$ cat src/rtl/ccg_cfg.svh
// Purpose: Constants for the codec clock generator and pin logic
// Assumes: Included by ccg_top.sv only
// Notes:   Register indices; byte address is index times four
`ifndef CCG_CFG_SVH
`define CCG_CFG_SVH
// ============================================================
// Register indices (byte address = index * 4)
`define CCG_IDX_PM1      6'h01
`define CCG_IDX_OUTEN    6'h03
`define CCG_IDX_CLKSEL   6'h06
`define CCG_IDX_SRATE    6'h07
`define CCG_IDX_PINFN    6'h08
`define CCG_IDX_PLLINT   6'h24
`define CCG_IDX_FRACH    6'h25
`define CCG_IDX_FRACM    6'h26
`define CCG_IDX_FRACL    6'h27
`define CCG_IDX_BOOST    6'h31
`define CCG_IDX_STATUS   6'h3F
// ============================================================
// Reset values
`define CCG_RST_PM1      9'h000
`define CCG_RST_OUTEN    9'h000
`define CCG_RST_CLKSEL   9'h140
`define CCG_RST_SRATE    9'h000
`define CCG_RST_PINFN    9'h000
`define CCG_RST_PLLINT   9'h008
`define CCG_RST_FRACH    9'h00C
`define CCG_RST_FRACM    9'h093
`define CCG_RST_FRACL    9'h0E9
`define CCG_RST_BOOST    9'h000
// ============================================================
// Writable bit masks (reserved bits read zero)
`define CCG_MSK_CLKSEL   9'h1FD
`define CCG_MSK_SRATE    9'h00F
`define CCG_MSK_PINFN    9'h03F
`define CCG_MSK_PLLINT   9'h01F
`define CCG_MSK_FRACH    9'h03F
// ============================================================
// Field positions
`define CCG_B_PLL_POWER_ENABLE      5
`define CCG_B_SPKP       5
`define CCG_B_SPKN       6
`define CCG_B_MOUT       7
`define CCG_B_CLOCK_SOURCE_SELECT       8
`define CCG_B_MASTER     0
`define CCG_B_SLOW_TIMER_ENABLE     0
`define CCG_B_POL        3
`define CCG_B_HALVE      4
`define CCG_B_TEMP_SENSE_ENABLE       1
// ============================================================
// Timing
`define CCG_SLOW_PERIOD_MS   128
`define CCG_INTERNAL_MASTER_CLOCK_PER_FS     256
`define CCG_REF_RATE_KHZ     48
`define CCG_OSC_DIV          4
`endif

$ cat src/rtl/ccg_pkg.sv
// Purpose: Types for the codec clock generator
// Assumes: Used by ccg_top only
// Notes:   Whole state of the top is one packed struct
package ccg_pkg;
    // ============================================================
    // Pin function codes
    typedef enum logic [2:0] {
        CCG_PIN_CSB, CCG_PIN_JACK, CCG_PIN_TEMP, CCG_PIN_MUTE,
        CCG_PIN_CLK, CCG_PIN_LOCK, CCG_PIN_HIGH, CCG_PIN_LOW
    } ccg_pin_fn_t;
    typedef struct packed {
        logic [8:0] r_pm1, r_out, r_clk, r_sr, r_pin;
        logic [8:0] r_int, r_fh, r_fm, r_fl, r_bst;
        logic pready, pslverr;
        logic [31:0] prdata;
        logic ref_half, ref_tick;
        logic [1:0] osc_cnt;
        logic fpll_tick;
        logic [3:0] pre_cnt;
        logic internal_master_clock_tick;
        logic [7:0] fs_cnt;
        logic fs;
        logic [6:0] bclk_cnt;
        logic bclk;
        logic [21:0] slow_cnt;
        logic slow_tick, jack_samp, jack_lvl;
        logic lock_s1, lock_s2, temp_flag;
        logic [1:0] pin_div_cnt;
        logic pin_clk, pin_out, pin_oe_n;
        logic spk_pos, spk_neg, mono;
    } ccg_state_t;
endpackage

$ cat src/rtl/ccg_top.sv
// Purpose: Clock generation, slow timer and multi-function pin logic
// Assumes: APB slave, one 10 MHz reference clock, PLL analog outside
// Notes:   Clocks inside run on clk_i: ticks are one-cycle enable pulses, bit and pin clocks are toggled levels
`include "ccg_cfg.svh"
`timescale 1ns/1ps
`default_nettype none
module ccg_top #(
    parameter int unsigned SLOW_TICKS_48K =
        `CCG_SLOW_PERIOD_MS * `CCG_INTERNAL_MASTER_CLOCK_PER_FS * `CCG_REF_RATE_KHZ
) (
    // Clock and reset
    input  wire logic        clk_i,
    input  wire logic        reset_n_i,
    // APB slave
    input  wire logic        psel_i,
    input  wire logic        penable_i,
    input  wire logic        pwrite_i,
    input  wire logic [7:0]  paddr_i,
    input  wire logic [31:0] pwdata_i,
    output logic             pready_o,
    output logic             pslverr_o,
    output logic [31:0]      prdata_o,
    // Analog and system inputs
    input  wire logic        control_two_wire_i,
    input  wire logic        pll_osc_tick_i,
    input  wire logic        pll_locked_i,
    input  wire logic        temp_alarm_i,
    input  wire logic        analog_mute_flag_i,
    input  wire logic        frame_short_i,
    // Multi-function pin
    input  wire logic        multi_function_pin_i,
    output logic             multi_function_pin_o,
    output logic             multi_function_pin_oe_n_o,
    // Audio interface clocks
    output logic             frame_sync_o,
    output logic             frame_sync_oe_n_o,
    output logic             bit_clock_o,
    output logic             bit_clock_oe_n_o,
    output logic             internal_master_clock_o,
    // PLL and analog controls
    output logic             pll_power_enable_o,
    output logic             pll_ref_tick_o,
    output logic [3:0]       pll_integer_value_o,
    output logic [23:0]      pll_fraction_word_o,
    output logic             temp_sense_enable_o,
    output logic             speaker_pos_enable_o,
    output logic             speaker_neg_enable_o,
    output logic             mono_out_enable_o
);
    // ============================================================
    // Helper functions
    // Register select code from byte address, 15 when unmapped
    function automatic logic [3:0] reg_sel(input logic [7:0] a);
        if (a[1:0] != 2'h0) begin
            return 4'hF;
        end
        case (a[7:2])
            `CCG_IDX_PM1:    return 4'h0;
            `CCG_IDX_OUTEN:  return 4'h1;
            `CCG_IDX_CLKSEL: return 4'h2;
            `CCG_IDX_SRATE:  return 4'h3;
            `CCG_IDX_PINFN:  return 4'h4;
            `CCG_IDX_PLLINT: return 4'h5;
            `CCG_IDX_FRACH:  return 4'h6;
            `CCG_IDX_FRACM:  return 4'h7;
            `CCG_IDX_FRACL:  return 4'h8;
            `CCG_IDX_BOOST:  return 4'h9;
            `CCG_IDX_STATUS: return 4'hA;
            default:         return 4'hF;
        endcase
    endfunction

    // Prescaler terminal count: divide by 1,2,3,4,6,8,12,16
    function automatic logic [3:0] pre_term(input logic [2:0] c);
        case (c)
            3'h0:    return 4'h0;
            3'h1:    return 4'h1;
            3'h2:    return 4'h2;
            3'h3:    return 4'h3;
            3'h4:    return 4'h5;
            3'h5:    return 4'h7;
            3'h6:    return 4'hB;
            default: return 4'hF;
        endcase
    endfunction

    // Sample rate in kHz per code; spare codes read as lowest rate
    function automatic logic [5:0] rate_khz(input logic [2:0] c);
        case (c)
            3'h0:    return 6'h30;
            3'h1:    return 6'h20;
            3'h2:    return 6'h18;
            3'h3:    return 6'h10;
            3'h4:    return 6'h0C;
            default: return 6'h08;
        endcase
    endfunction

    // ============================================================
    // State
    ccg_pkg::ccg_state_t q_reg;
    ccg_pkg::ccg_state_t q_next;
    logic [3:0]          wsel;
    logic [3:0]          rsel;
    logic [8:0]          wd;
    logic                jack_raw;
    logic                jack_on;
    logic                master;
    logic [21:0]         slow_lim;
    logic [3:0]          pfn_sel;
    logic                pin_val;

    // Next-state logic for everything
    always_comb begin
        q_next   = q_reg;
        wsel     = reg_sel(paddr_i);
        rsel     = wsel;
        wd       = pwdata_i[8:0];
        master   = q_reg.r_clk[`CCG_B_MASTER];
        jack_raw = multi_function_pin_i ^ q_reg.r_pin[`CCG_B_POL];
        jack_on  = (q_reg.r_pin[2:0] == 3'h1) && control_two_wire_i;
        // 128 ms of master clock ticks at the programmed rate
        slow_lim = 22'(SLOW_TICKS_48K * rate_khz(q_reg.r_sr[3:1])
                   / `CCG_REF_RATE_KHZ - 1);
        pfn_sel  = {1'b0, q_reg.r_pin[2:0]};

        // APB: answer in the first access cycle, never waits
        q_next.pready  = psel_i && !penable_i;
        q_next.pslverr = psel_i && !penable_i && (rsel == 4'hF);
        if (psel_i && !penable_i) begin
            case (rsel)
                4'h0:    q_next.prdata = {23'h0, q_reg.r_pm1};
                4'h1:    q_next.prdata = {23'h0, q_reg.r_out};
                4'h2:    q_next.prdata = {23'h0, q_reg.r_clk};
                4'h3:    q_next.prdata = {23'h0, q_reg.r_sr};
                4'h4:    q_next.prdata = {23'h0, q_reg.r_pin};
                4'h5:    q_next.prdata = {23'h0, q_reg.r_int};
                4'h6:    q_next.prdata = {23'h0, q_reg.r_fh};
                4'h7:    q_next.prdata = {23'h0, q_reg.r_fm};
                4'h8:    q_next.prdata = {23'h0, q_reg.r_fl};
                4'h9:    q_next.prdata = {23'h0, q_reg.r_bst};
                4'hA:    q_next.prdata = {27'h0, q_reg.pin_out, q_reg.slow_tick,
                                          q_reg.temp_flag, q_reg.lock_s2, q_reg.jack_lvl};
                default: q_next.prdata = 32'h0;
            endcase
        end
        // Write takes effect only at the completing access edge
        if (psel_i && penable_i && pwrite_i && q_reg.pready) begin
            case (wsel)
                4'h0:    q_next.r_pm1 = wd;
                4'h1:    q_next.r_out = wd;
                4'h2:    q_next.r_clk = wd & `CCG_MSK_CLKSEL;
                4'h3:    q_next.r_sr  = wd & `CCG_MSK_SRATE;
                4'h4:    q_next.r_pin = wd & `CCG_MSK_PINFN;
                4'h5:    q_next.r_int = wd & `CCG_MSK_PLLINT;
                4'h6:    q_next.r_fh  = wd & `CCG_MSK_FRACH;
                4'h7:    q_next.r_fm  = wd;
                4'h8:    q_next.r_fl  = wd;
                4'h9:    q_next.r_bst = wd;
                default: q_next.r_pm1 = q_reg.r_pm1;
            endcase
        end

        // PLL reference enable, halved on request
        q_next.ref_half = !q_reg.ref_half;
        q_next.ref_tick = !q_reg.r_int[`CCG_B_HALVE] || !q_reg.ref_half;

        // Prescaler input: reference every cycle, or oscillator over four
        q_next.fpll_tick = 1'b0;
        if (q_reg.r_clk[`CCG_B_CLOCK_SOURCE_SELECT]) begin
            if (pll_osc_tick_i) begin
                q_next.osc_cnt   = q_reg.osc_cnt + 2'h1;
                q_next.fpll_tick = (q_reg.osc_cnt == 2'(`CCG_OSC_DIV - 1));
            end
        end else begin
            q_next.osc_cnt   = 2'h0;
            q_next.fpll_tick = 1'b1;
        end

        // Master clock prescaler and pin clock divider
        q_next.internal_master_clock_tick = 1'b0;
        if (q_reg.fpll_tick) begin
            if (q_reg.pre_cnt >= pre_term(q_reg.r_clk[7:5])) begin
                q_next.pre_cnt    = 4'h0;
                q_next.internal_master_clock_tick = 1'b1;
            end else begin
                q_next.pre_cnt = q_reg.pre_cnt + 4'h1;
            end
            if (q_reg.pin_div_cnt >= q_reg.r_pin[5:4]) begin
                q_next.pin_div_cnt = 2'h0;
                q_next.pin_clk     = !q_reg.pin_clk;
            end else begin
                q_next.pin_div_cnt = q_reg.pin_div_cnt + 2'h1;
            end
        end

        // Frame sync at master clock over 256, bit clock divided
        if (!master) begin
            q_next.fs_cnt   = 8'h0;
            q_next.fs       = 1'b0;
            q_next.bclk_cnt = 7'h0;
            q_next.bclk     = 1'b0;
        end else if (q_reg.internal_master_clock_tick) begin
            q_next.fs_cnt = q_reg.fs_cnt + 8'h1;
            q_next.fs     = frame_short_i ? (q_reg.fs_cnt == 8'hFF)
                                          : (q_reg.fs_cnt >= 8'h7F);
            if (q_reg.bclk_cnt >= 7'((8'h1 << q_reg.r_clk[4:2]) - 8'h1)) begin
                q_next.bclk_cnt = 7'h0;
                q_next.bclk     = !q_reg.bclk;
            end else begin
                q_next.bclk_cnt = q_reg.bclk_cnt + 7'h1;
            end
        end

        // Slow timer: held clear until software enables it
        q_next.slow_tick = 1'b0;
        if (!q_reg.r_sr[`CCG_B_SLOW_TIMER_ENABLE]) begin
            q_next.slow_cnt = 22'h0;
        end else if (q_reg.internal_master_clock_tick) begin
            if (q_reg.slow_cnt >= slow_lim) begin
                q_next.slow_cnt  = 22'h0;
                q_next.slow_tick = 1'b1;
            end else begin
                q_next.slow_cnt = q_reg.slow_cnt + 22'h1;
            end
        end

        // Debounce: a level must hold over two slow ticks
        if (q_reg.slow_tick) begin
            q_next.jack_samp = jack_raw;
            if (jack_raw == q_reg.jack_samp) begin
                q_next.jack_lvl = jack_raw;
            end
        end

        // Lock synchroniser; temperature alarm takes one flop, gated by the sense enable
        q_next.lock_s1   = pll_locked_i;
        q_next.lock_s2   = q_reg.lock_s1;
        q_next.temp_flag = temp_alarm_i && q_reg.r_bst[`CCG_B_TEMP_SENSE_ENABLE];

        // Pin function decode
        case (ccg_pkg::ccg_pin_fn_t'(pfn_sel[2:0]))
            ccg_pkg::CCG_PIN_TEMP: pin_val = !q_reg.temp_flag;
            ccg_pkg::CCG_PIN_MUTE: pin_val = analog_mute_flag_i;
            ccg_pkg::CCG_PIN_CLK:  pin_val = q_reg.pin_clk;
            ccg_pkg::CCG_PIN_LOCK: pin_val = !q_reg.lock_s2;
            ccg_pkg::CCG_PIN_HIGH: pin_val = 1'b1;
            default:               pin_val = 1'b0;
        endcase
        q_next.pin_out  = pin_val ^ q_reg.r_pin[`CCG_B_POL];
        q_next.pin_oe_n = (pfn_sel[2:1] == 2'h0);

        // Output path selection from jack level
        if (jack_on) begin
            q_next.spk_pos = !q_reg.jack_lvl && q_reg.r_out[`CCG_B_SPKP];
            q_next.spk_neg = !q_reg.jack_lvl && q_reg.r_out[`CCG_B_SPKN];
            q_next.mono    = q_reg.jack_lvl && q_reg.r_out[`CCG_B_MOUT];
        end else begin
            q_next.spk_pos = q_reg.r_out[`CCG_B_SPKP];
            q_next.spk_neg = q_reg.r_out[`CCG_B_SPKN];
            q_next.mono    = q_reg.r_out[`CCG_B_MOUT];
        end
    end

    // Register the whole state
    always_ff @(posedge clk_i) begin
        if (!reset_n_i) begin
            q_reg       <= '0;
            q_reg.r_pm1 <= `CCG_RST_PM1;
            q_reg.r_out <= `CCG_RST_OUTEN;
            q_reg.r_clk <= `CCG_RST_CLKSEL;
            q_reg.r_sr  <= `CCG_RST_SRATE;
            q_reg.r_pin <= `CCG_RST_PINFN;
            q_reg.r_int <= `CCG_RST_PLLINT;
            q_reg.r_fh  <= `CCG_RST_FRACH;
            q_reg.r_fm  <= `CCG_RST_FRACM;
            q_reg.r_fl  <= `CCG_RST_FRACL;
            q_reg.r_bst <= `CCG_RST_BOOST;
            q_reg.pin_oe_n <= 1'b1;  // Pin idles as chip-select input
        end else begin
            q_reg <= q_next;
        end
    end

    // ============================================================
    // Outputs, all from flops
    assign pready_o                  = q_reg.pready;
    assign pslverr_o                 = q_reg.pslverr;
    assign prdata_o                  = q_reg.prdata;
    assign multi_function_pin_o      = q_reg.pin_out;
    assign multi_function_pin_oe_n_o = q_reg.pin_oe_n;
    assign frame_sync_o              = q_reg.fs;
    assign frame_sync_oe_n_o         = !q_reg.r_clk[`CCG_B_MASTER];
    assign bit_clock_o               = q_reg.bclk;
    assign bit_clock_oe_n_o          = !q_reg.r_clk[`CCG_B_MASTER];
    assign internal_master_clock_o   = q_reg.internal_master_clock_tick;
    assign pll_power_enable_o        = q_reg.r_pm1[`CCG_B_PLL_POWER_ENABLE];
    assign pll_ref_tick_o            = q_reg.ref_tick;
    assign pll_integer_value_o       = q_reg.r_int[3:0];
    assign pll_fraction_word_o       = {q_reg.r_fh[5:0], q_reg.r_fm, q_reg.r_fl};
    assign temp_sense_enable_o       = q_reg.r_bst[`CCG_B_TEMP_SENSE_ENABLE];
    assign speaker_pos_enable_o      = q_reg.spk_pos;
    assign speaker_neg_enable_o      = q_reg.spk_neg;
    assign mono_out_enable_o         = q_reg.mono;
endmodule // ccg_top
`default_nettype wire

$ cat config.mk
export PLATFORM = sky130hd
export DESIGN_NAME = ccg_top
export DESIGN_NICKNAME = d
export VERILOG_FILES = /design/src/rtl/ccg_pkg.sv /design/src/rtl/ccg_top.sv
export VERILOG_INCLUDE_DIRS = /design/src /design/src/rtl
export SDC_FILE = /design/constraint.sdc
export NUM_CORES = 1
export LEC_CHECK = 0
export BUFFER_PORTS_ARGS = -buffer_cell sky130_fd_sc_hd__buf_2
export CAP_MARGIN = 20
export CORE_ASPECT_RATIO = 1.4
export CORE_MARGIN = 3
export CORE_UTILIZATION = 50
export DETAILED_ROUTE_END_ITERATION = 8
export PLACE_DENSITY = 0.7
export SYNTH_ARGS = -nofsm -noshare
export SYNTH_HDL_FRONTEND = slang
export SYNTH_SLANG_ARGS = --single-unit
$ cat constraint.sdc
create_clock -name clk_i -period 36.2 [get_ports clk_i]
set_input_delay 5.43 -clock clk_i [delete_from_list [all_inputs] [get_ports clk_i]]
set_output_delay 5.43 -clock clk_i [all_outputs]
set_load 0.01 [all_outputs]
-- Word-level counts from Yosys, hierarchy flattened
Cells that the tools add are included.
- register bits: 171
- output and inout bits: 75
- word-level logic and storage cells: 158
- add/subtract/negate cells: 8
- multiply operators: 1
- div/mod/pow operators: 1
- $lt $le $gt $ge: 5
- eq/ne operators: 41
- shift-type cells: 1
- muxes and demuxes: 19
- bitwise logic cells: 2
- reduce and logical (&&, ||, !) cells: 43
- operator list (operator ; number):
    $pmux W9 S11 ; 1
    $pmux W4 S11 ; 1
    $eq A6 B6 Y1 const B ; 6
    $reduce_and A2 Y1 ; 17
    $div A27 B6 Y32 const B ; 1
    $pmux W6 S5 ; 1
    $pmux W4 S7 ; 1
    $add A22 B1 Y22 const B ; 1
    $ge A22 B22 Y1 ; 1
    $mux W22 ; 1
    $sub A22 B1 Y22 const B ; 1
    $eq A3 B3 Y1 const B ; 7
    $eq A3 B2 Y1 const B ; 6
    $eq A4 B3 Y1 const B ; 4
    $eq A4 B4 Y1 const B ; 4
    $mux W4 ; 4
    $eq A6 B3 Y1 const B ; 2
    $logic_and A1 B1 Y1 ; 10
    $eq A3 B1 Y1 const B ; 3
    $logic_not A1 Y1 ; 9
    $add A8 B1 Y8 const B ; 1
    $eq A4 B2 Y1 const B ; 2
    $eq A8 B8 Y1 const B ; 1
    $ge A8 B7 Y1 const B ; 1
    other kinds (27) ; 35

-- Longest topological paths before layout
Gate-level depths: netlist of the first run.
- word-level depth: 7
- depth in mapped cells: 140
- mapped depth without buffers: 129

-- Least setup slack after synthesis of the first run
OpenSTA, ideal clock, no wires.
- kind: flip-flop to flip-flop
- start: register q_reg[154] in the netlist's numbering
- end: register q_reg[14] in the netlist's numbering
- library setup time: 0.115 ns
- arrival: 25.466 ns
- required time: 36.085 ns
- path slack: 10.619 ns
- cell stages (with the launch flop): 138
- buffers on the path: 12
- path through: dfxtp_1 buf_2 nor3b_4 inv_2 nand2_1 ha_1 clkbuf_2 mux2i_1 xor2_1 a31oi_1 nor3_4 mux2i_4 nand3_4 xnor2_1 ha_1 o21ai_0 nor2_1 and3_1 (+102 left out) nor3b_2 xnor2_1 ha_1 and3_1 nand2_1 nor3_2 nand3_1 xor2_1 ha_1 nand4_1 nor2_1 nor2_1 and3_1 and4b_1 or3_1 o311ai_4 buf_6 nor2_1
- word-level cells in the longest chain between the ends: 7
- ends and longest elaborated chain (element ; line ; RTL):
    from (decl) ; ccg_top.sv:101 ; ccg_pkg::ccg_state_t q_reg;
    from (signal assigned) ; ccg_top.sv:281 ; q_reg <= q_next;
    $eq A3 B3 Y1, or another cell as far along ; ccg_top.sv:89 ; case (c)
    $pmux W6 S5 * ; ccg_top.sv:89 ;
    $mul A2 B6 Y8 * ; ccg_top.sv:123 ; slow_lim = 22'(SLOW_TICKS_48K * rate_khz(q_reg.r_sr[3:1])
    $div A27 B6 Y32 (no line) * ; -- ;
    $sub A22 B1 Y22 * ; ccg_top.sv:123 ;
    $ge A22 B22 Y1 * ; ccg_top.sv:220 ; if (q_reg.slow_cnt >= slow_lim) begin
    $mux W22 * ; ccg_top.sv:220 ;
Mark *: on every way between the ends. The rest lies on a longest branch, timed or not.
A chain may end at the register's enable or synchronous reset.

-- Final worst setup path of the first run
Same ends and word-level chain as after synthesis.

==> results of run 1 <==
[per-stage QoR]
step	hold WS, ns	std cells
2_1_floorplan	0.3928	1783
3_3_place_gp	0.4006	2103
5_1_grt	0.4408	2137
4_1_cts	0.4333	2136
3_5_place_dp	0.4239	2105
6_report	0.4319	2137
[critical path, delay by kind of cell (launching register included)]
family | cells | cell delay (ns)
xor gates and xnor gates | 16 | 3.21
DFF | 1 | 0.50
buffers and inverters | 17 | 3.43
and+or+nand+nor | 51 | 13.69
adders and majority gates | 17 | 4.86
muxes | 1 | 0.44
AOI/OAI and AO/OA | 23 | 6.95
[layout by cell type (no fill, tap or decap), types with 17 or more instances in the layout]
cell / instances
a31oi_1: 25
nor3_1: 41
conb_1: 24
dfxtp_1: 148
a221oi_1: 17
and3_1: 27
nand2b_1: 19
nand4_1: 24
buf_2: 80
nand3_1: 71
mux2i_1: 82
xnor2_1: 57
clkbuf_16: 17
nor2_1: 213
and2_1: 20
inv_1: 43
a22oi_1: 20
a21oi_1: 84
xor2_1: 36
ha_1: 54
nand2_1: 184
o21ai_0: 74
[final cells by class]
type                            instances  area [sq um]
Fill cell                            2598         12010
Inverter                               57         219.0
Clock buffer                           19         432.9
Multi-Input combinational cell       1452          9752
Timing Repair Buffer                   89         475.5
Tap cell                              360         450.4
Sequential cell                       148          2963
Clock inverter                         12         147.6
[power groups by stage]
stage                     clock, mW  combinational (mW)  sequential [mW]
final                         0.176              0.0655            0.165
after global routing          0.185              0.0714            0.165
after floorplan                   0              0.0510            0.168
after global placement            0              0.0627            0.168
after CTS                     0.178              0.0641            0.165
after detailed placement          0              0.0638            0.168
[how the worst min path moves through the flow]
| stage | slack (ns) | from | endpoint | cells after the start |
|---|---|---|---|---|
| floorplan | 0.39 | q_reg[62]$_SDFF_PN0_ | q_reg[62]$_SDFF_PN0_ | 1 |
| finish | 0.43 | q_reg[62]$_SDFF_PN0_ | q_reg[62]$_SDFF_PN0_ | 1 |
| global route | 0.44 | q_reg[62]$_SDFF_PN0_ | q_reg[62]$_SDFF_PN0_ | 1 |
| global placement | 0.40 | q_reg[62]$_SDFF_PN0_ | q_reg[62]$_SDFF_PN0_ | 1 |
| detailed placement | 0.42 | q_reg[62]$_SDFF_PN0_ | q_reg[62]$_SDFF_PN0_ | 1 |
| CTS | 0.43 | q_reg[62]$_SDFF_PN0_ | q_reg[62]$_SDFF_PN0_ | 1 |
[per-layer routing]
| layer | vias up | wire length, um | GRT usage [%] |
|---|---|---|---|
| met4 | 0 | 1433 | 10.90 |
| met3 | 113 | 1754 | 2.575 |
| li1 | 6425 | - | - |
| met1 | 6322 | 15740 | 28.87 |
| met2 | 449 | 19660 | 47.17 |
| met5 | - | 0 | 0 |
[logic make-up after synthesis]
| family | count (synthesis) |
|---|---|
| and+or+nand+nor | 732 |
| xor gates and xnor gates | 93 |
| AOI/OAI and AO/OA | 453 |
| adders and majority gates | 55 |
| muxes | 95 |
| other | 2 |
| buffers and inverters | 183 |
| DFF | 148 |
==> impl_metrics.json, run 1 <==
{
  "status": "finished, final reports clean",
  "final_nets": 1871,
  "syn_area_per_cell_sq_um": 7.717,
  "cts_buffers": 17,
  "synth_area_leaders": "dfxtp_1 (22%), mux2i_1 (6.0%), nor2_1 (5.9%)",
  "slowest_delay_ns": 0.83,
  "cts_setup_buffers": 0,
  "rows": 70,
  "power.share.clock_pct": 43.4,
  "crit_path_frequent_cell": "ha_1",
  "synth.mux.area_fraction_pct": 7.329,
  "drt_first_pass_iters": 7,
  "antenna_cells": 0,
  "r2r-start": "q_reg[154]$_SDFFE_PN0P_",
  "synth_top_cell_area_share_pct": 21.80,
  "seqPwrFrac_pct": 40.5,
  "rsz0062_at_grt": "false",
  "max-vdd-ir-drop_mv": 0.02943,
  "hold_viol_final": 0,
  "antenna_left": 0,
  "synth_xor_area_share_pct": 5.994,
  "start_util_pct": 51.38,
  "p_comb_share_pct": 16.1,
  "cp-startpoint": "q_reg[154]$_SDFFE_PN0P_",
  "slew_violations": 0,
  "yosys.cell_types.count": 130,
  "cts_resized": 0,
  "via_per_inst": 6.228,
  "fmax_mhz": 29.96,
  "finalSetupViolations": 0,
  "clkLatencyLatePin_ns": 0.42,
  "r2r_cells": 125,
  "crit_path_start_kind": "register",
  "regToRegEndpoint": "q_reg[14]$_SDFFE_PN0P_",
  "final_cell_area_sq_um": 14440,
  "antenna_found_initial": 0,
  "postCtsHoldBufs": 0,
  "synth.cell_area_sq_um": 13590,
  "synth_cells": 1761,
  "avgRoutedWirePerCell_um": 18.05,
  "cp_max_fo": 22,
  "end_kind": "register",
  "power_per_cell_area_nw_per_um2": 28.14,
  "hpwl_um": 29080,
  "largest_register_ff_count": 93,
  "yosys.area_share.simple_pct": 27.82,
  "synthFlopType": "dfxtp_1",
  "utilization_pct": 54.59,
  "place.gp.congestion": 0.9551,
  "synth-seq-cells": 148,
  "synthAdderAreaFrac_pct": 5.046,
  "power_switching_uw": 118.3,
  "swShare_pct": 29.11,
  "ios": 127,
  "area_delta_synth_final_pct": 6.261,
  "relSlewSlack_pct": 27.32,
  "cp.required_ns": 36.46,
  "yosysWarningCount": 0,
  "grt_remaining_overflow": 0,
  "fin_crit_sh_pct": 92.21,
  "cts_tree": "done",
  "gr-usage-all-layers_pct": 25.21,
  "grt_max_degree": 71,
  "p_int_uw": 288.1,
  "core_area_sq_um": 26450,
  "synth_edf_count": 0,
  "io_buffers": 80,
  "synthTopCellsByCount": "nor2_1 (213), nand2_1 (184), dfxtp_1 (148)",
  "period_needed_ns": 33.38,
  "cts.path.max_buffers": 2,
  "crit_path_top_delay_cell": "o311ai_4",
  "seq_area_frac_synth_pct": 21.80,
  "grt_pass1_vias": 12900,
  "finalPower_uw": 406.4,
  "dp_slack_ns": 3.630,
  "synth.most_common_cell": "nor2_1",
  "drive_gt1_share_pct": 13.17,
  "num_vias": 13310,
  "first_iter_violations": 771,
  "synth_top_family_by_area": "simple AND/OR/NAND/NOR gates",
  "die_x_um": 145.3,
  "drc": 0,
  "crit_end": "q_reg[14]$_SDFFE_PN0P_",
  "dieArea_sq_um": 29220,
  "clock-root-buffer": "clkbuf_16",
  "timing.final.ws_setup_ns": 2.819,
  "p_leak_nw": 5.626,
  "skew_ns": 0.01003,
  "path_class": "register to register",
  "synth_compound_area_share_pct": 24.80,
  "worstPathArrival_ns": 33.64,
  "h-tree-depth": 4,
  "cap_violations": 0,
  "yosys.area.top_type": "dfxtp_1",
  "die_h_um": 201.1,
  "cts.sinks": 148,
  "holdCritPathClass": "register to register",
  "async_flop_share_pct": 0,
  "clk_pin_slew_worst_paths_ns": 0.06,
  "worstMarginPinSlew_ns": 1.084,
  "setup_tns_ns": 0,
  "drt_wl_total_um": 38580,
  "reg2reg_slack_ns": 2.82,
  "placed_cell_area_sq_um": 13850,
  "grt_pass1_wl_um": 63130
}
Note: power is estimated with default switching activity, not from simulation.
==> run 2: changes to the inputs <==
- CORE_UTILIZATION: 50 -> 30
- CTS_CLUSTER_DIAMETER: not set -> 40
- PLACE_DENSITY: 0.7 -> 0.47
==> run 2 against run 1 <==
Compared with the run above:
- design area increased by 1.6%
- non-clock buffer count unchanged
- combinational power increased by 2%
- fmax increased by 1.1%
- hold slack got worse by 0.017 ns
- clock skew increased by 0.0015 ns
==> impl_metrics.json, run 2 (synthesized netlist as in run 1, its figures left out) <==
{
  "layout_commonest_cell": "nor2_1",
  "largest_register_ff_count": 93,
  "fin_cells": 2336,
  "crit_path_frequent_cell": "ha_1",
  "rsz0062_at_grt": "false",
  "min_to": "q_reg[62]$_SDFF_PN0_",
  "finalSetupViolations": 0,
  "end_kind": "register",
  "fin_crit_sh_pct": 91.23,
  "grt_pass1_wl_um": 69510,
  "num_vias": 12970,
  "antenna_found_initial": 1,
  "multi_input_area_sq_um": 9752,
  "crit_path_start_kind": "register",
  "die_h_um": 257.8,
  "place.gp.congestion": 0.8464,
  "r2r_cells": 126,
  "status": "finished, final reports clean",
  "via_per_inst": 5.553,
  "drt_wl_total_um": 43140,
  "die_x_um": 185.9,
  "grt-busiest-layer": "met2",
  "clk_pin_slew_worst_paths_ns": 0.07,
  "io_buffers": 80,
  "setup_tns_ns": 0,
  "hpwl_um": 33520,
  "nFillCells": 4780,
  "crit_path_top_delay_cell": "o311ai_4",
  "grtUsageMet3_pct": 2.494,
  "clock-root-buffer": "clkbuf_16",
  "holdCritPathClass": "register to register",
  "drt_first_pass_iters": 7,
  "slew_violations": 0,
  "power_per_cell_area_nw_per_um2": 27.71,
  "seqCellArea_sq_um": 2963,
  "postCtsHoldBufs": 0,
  "grt_remaining_overflow": 0,
  "h-tree-depth": 4,
  "slowest_delay_ns": 0.87,
  "dieArea_sq_um": 47920,
  "rows": 91,
  "period_needed_ns": 33.03,
  "ios": 127,
  "grt_max_degree": 71,
  "cts_buffers": 17,
  "p_leak_nw": 5.614,
  "worstPathArrival_ns": 33.31,
  "first_iter_violations": 713,
  "cp_max_fo": 22,
  "antenna_left": 0,
  "cts_resized": 0,
  "gr-usage-met1_pct": 20.01,
  "drive_gt1_share_pct": 13.28,
  "r2r-start": "q_reg[154]$_SDFFE_PN0P_",
  "core_area_sq_um": 44410,
  "cts_tree": "done",
  "gr-usage-all-layers_pct": 17.76,
  "drc": 0,
  "clkLatencyLatePin_ns": 0.44,
  "worstMarginPinSlew_ns": 1.128,
  "path_class": "register to register",
  "area_delta_synth_final_pct": 7.973,
  "skew_ns": 0.01149,
  "cts.sinks": 148,
  "cts_setup_buffers": 0,
  "cts.path.max_buffers": 2,
  "crit_buf_inv": 17,
  "layout_common_cells": "nor2_1 (213), nand2_1 (184), dfxtp_1 (148)",
  "cp.required_ns": 36.48,
  "hold_depth": 1,
  "grt_pass1_vias": 12790,
  "grt_use_met2_pct": 34.11,
  "final_nets": 1871,
  "fmax_mhz": 30.28,
  "cap_violations": 0,
  "dp_cells": 2304,
  "regToRegEndpoint": "q_reg[28]$_SDFFE_PN0P_",
  "start_util_pct": 30.60,
  "hold_viol_final": 0,
  "cp-startpoint": "q_reg[154]$_SDFFE_PN0P_",
  "relSlewSlack_pct": 24.42,
  "avgRoutedWirePerCell_um": 18.47,
  "min_from": "q_reg[62]$_SDFF_PN0_",
  "path_delay_family": "simple AND/OR/NAND/NOR gates",
  "max-vdd-ir-drop_mv": 0.02862,
  "reg2reg_slack_ns": 3.17
}
## run 2: changes by cell type in the layout (fill, tap and decap cells not counted)
| cell | delta |
|---|---|
| inv_6 | +3 |
| clkbuf_1 | -2 |
| clkinv_4 | -2 |
| clkinvlp_4 | +2 |
| buf_4 | +1 |
| buf_6 | -1 |
| bufinv_16 | -1 |
| diode_2 | +1 |
## run 2: cell type report
class | instances | area share, %
Antenna cell | 1 | 0.01705
Clock buffer | 17 | 2.899
Clock inverter | 14 | 0.9636
Inverter | 57 | 1.492
Multi-Input combinational cell | 1452 | 66.46
Sequential cell | 148 | 20.19
Tap cell | 558 | 4.758
Timing Repair Buffer | 89 | 3.215
## run 2: layer usage
layer	share of wire (%)	up-vias
met5	0	-
met4	2.4	0
met3	2.9	65
met2	54	261
met1	41	6221
li1	-	6425
## run 2: how the worst max path moves through the flow
stage	end	slack (ns)	cells after the start
5_1_grt	q_reg[19]$_SDFFE_PN0P_	0.02	126
6_report	q_reg[28]$_SDFFE_PN0P_	3.17	126
3_3_place_gp	q_reg[31]$_SDFFE_PN0P_	3.23	126
2_1_floorplan	q_reg[14]$_SDFFE_PN0P_	10.62	137
3_5_place_dp	q_reg[28]$_SDFFE_PN0P_	3.19	126
4_1_cts	q_reg[28]$_SDFFE_PN0P_	3.10	126
## run 2: through the flow
step | hold slack (ns) | util (%) | setup WS [ns] | total power [mW] | cell area, sq um
global route | 0.4358 | 33.04 | 0.01720 | 0.4236 | 14670
floorplan | 0.3928 | - | 10.62 | 0.2192 | 13670
detailed placement | 0.4067 | 31.76 | 3.191 | 0.2342 | 14100
global placement | 0.4001 | 31.74 | 3.225 | 0.2340 | 14090
CTS | 0.4164 | 33.04 | 3.099 | 0.4104 | 14670
finish | 0.4151 | 33.04 | 3.174 | 0.4066 | 14670
## run 2: report_power, final
part | internal [mW] | switching, mW | leakage (nW)
Sequential | 0.164 | 0.000692 | 1.20
Clock | 0.0963 | 0.0789 | 0.271
Combinational | 0.0212 | 0.0456 | 4.15
## run 2: worst reg2reg max path: cells and delay by family, from the launching register on
family / cells / cell delay, ns
buffers and inverters: 17 / 3.48
DFF: 1 / 0.51
adders and majority gates: 17 / 4.80
AOI/OAI and AO/OA: 24 / 6.75
muxes: 1 / 0.43
xor gates and xnor gates: 16 / 3.19
and+or+nand+nor: 51 / 13.70
==> run 3: changes to the inputs <==
- BUFFER_PORTS_ARGS: -buffer_cell sky130_fd_sc_hd__buf_2 -> -buffer_cell sky130_fd_sc_hd__buf_4
- MAX_ROUTING_LAYER: not set -> met4
==> run 3 against run 2 <==
Compared with the run above:
- combinational power is 2% higher
- design area is 1.6% higher
- fmax hardly changed
- global-route usage is 0.77 points higher
- utilization is 0.53 points higher
- register-to-register slack hardly changed
- sequential cell count stayed put
- largest power group unchanged
==> impl_metrics.json, run 3 (synthesized netlist as in run 1, its figures left out) <==
{
  "status": "finished, final reports clean",
  "max-vdd-ir-drop_mv": 0.03085,
  "num_vias": 13050,
  "largest_register_ff_count": 93,
  "layout_commonest_cell": "nor2_1",
  "gr-usage-all-layers_pct": 18.53,
  "antenna_found_initial": 0,
  "cts_tree": "done",
  "cts_buffers": 17,
  "setup_tns_ns": 0,
  "grt_pass1_vias": 12840,
  "dieArea_sq_um": 47920,
  "start_util_pct": 30.60,
  "place.gp.congestion": 0.8482,
  "relSlewSlack_pct": 27.99,
  "hpwl_um": 33840,
  "p_leak_nw": 5.684,
  "cts.path.max_buffers": 2,
  "path_delay_family": "simple AND/OR/NAND/NOR gates",
  "cap_violations": 0,
  "grt_remaining_overflow": 0,
  "grt_max_degree": 71,
  "hold_viol_final": 0,
  "skew_ns": 0.01230,
  "fin_crit_sh_pct": 91.26,
  "worstMarginPinSlew_ns": 1.074,
  "fmax_mhz": 30.27,
  "utilization_pct": 33.58,
  "worstPathArrival_ns": 33.42,
  "crit_path_start_kind": "register",
  "period_needed_ns": 33.04,
  "power.share.clock_pct": 43.1,
  "gr-usage-met1_pct": 20.38,
  "seqPwrFrac_pct": 40.2,
  "avgRoutedWirePerCell_um": 18.69,
  "via_per_inst": 5.585,
  "crit_path_top_delay_cell": "or4_4",
  "clk_pin_slew_worst_paths_ns": 0.07,
  "rows": 91,
  "drt_wl_total_um": 43650,
  "first_iter_violations": 759,
  "ios": 127,
  "drive_gt1_share_pct": 13.33,
  "h-tree-depth": 4,
  "grt_pass1_wl_um": 70050,
  "p_int_uw": 278.5,
  "area_delta_synth_final_pct": 9.714,
  "power_per_cell_area_nw_per_um2": 27.45,
  "slowest_delay_ns": 0.66,
  "crit_path_frequent_cell": "ha_1",
  "end_kind": "register",
  "drc": 0,
  "crit_buf_inv": 17,
  "cp.required_ns": 36.58,
  "dp_cells": 2303,
  "io_buffers": 80,
  "grtUsageMet3_pct": 1.832,
  "holdCritPathClass": "register to register",
  "final_nets": 1871,
  "antenna_left": 0,
  "slew_violations": 0,
  "rsz0062_at_grt": "false",
  "cp_max_fo": 18,
  "core_area_sq_um": 44410,
  "antenna_cells": 0,
  "fin_cells": 2336,
  "die_h_um": 257.8,
  "power_switching_uw": 130.8,
  "cts.sinks": 148,
  "path_class": "register to register",
  "grt_use_met2_pct": 33.94,
  "finalSetupViolations": 0,
  "drt_first_pass_iters": 5,
  "nFillCells": 4762,
  "die_x_um": 185.9,
  "p_comb_share_pct": 16.6,
  "clkLatencyLatePin_ns": 0.45,
  "grt-busiest-layer": "met2",
  "layout_common_cells": "nor2_1 (213), nand2_1 (184), dfxtp_1 (148)",
  "clock-root-buffer": "clkbuf_16",
  "swShare_pct": 31.96,
  "postCtsHoldBufs": 0
}
==> run 3: power groups by stage <==
stage | logic, mW | clock network [mW] | registers (mW)
floorplan | 0.0510 | 0 | 0.168
detailed placement | 0.0672 | 0 | 0.168
finish | 0.0681 | 0.176 | 0.165
global placement | 0.0668 | 0 | 0.168
CTS | 0.0675 | 0.181 | 0.165
global route | 0.0743 | 0.188 | 0.165
==> run 3: metrics by stage <==
| stage | setup slack, ns | instance area, sq um | power (mW) | hold slack [ns] |
|---|---|---|---|---|
| 6_report | 3.163 | 14910 | 0.4093 | 0.4157 |
| 2_1_floorplan | 10.62 | 13670 | 0.2192 | 0.3928 |
| 4_1_cts | 2.931 | 14880 | 0.4134 | 0.4161 |
| 3_5_place_dp | 3.047 | 14300 | 0.2356 | 0.4044 |
| 3_3_place_gp | 3.215 | 14290 | 0.2353 | 0.4011 |
| 5_1_grt | 0.02614 | 14910 | 0.4272 | 0.4459 |
==> run 3: layout make-up <==
cell class              instances  area, sq um  area share [%]
clock buffers                  17        425.4           2.853
clock inverters                15        155.1           1.041
inverters                      57        219.0           1.469
multi-input cells            1453         9784           65.63
flip-flops and latches        148         2963           19.87
well taps                     558        698.2           4.683
repair buffers                 88        664.4           4.456
==> run 3: per-layer routing <==
| metal | routed length (um) | part of all wire [%] |
|---|---|---|
| met5 | 0 | 0 |
| met4 | 1421 | 3.3 |
| met3 | 1206 | 2.8 |
| met2 | 23380 | 54 |
| met1 | 17640 | 40 |
==> run 3: path summary, 6_finish.rpt <==
kind,startpoint,endpoint,slack (ns),cells after the start
max,q_reg[154]$_SDFFE_PN0P_,q_reg[24]$_SDFFE_PN0P_,3.16,126
min,q_reg[62]$_SDFF_PN0_,q_reg[62]$_SDFF_PN0_,0.42,1
max reg2reg,q_reg[154]$_SDFFE_PN0P_,q_reg[24]$_SDFFE_PN0P_,3.16,126
min reg2reg,q_reg[62]$_SDFF_PN0_,q_reg[62]$_SDFF_PN0_,0.42,1
==> run 3: timing repair <==
item,4_1_cts,5_1_grt
endpoints found under the setup margin,0,22
buffers inserted,0,0
resized for setup,0,2
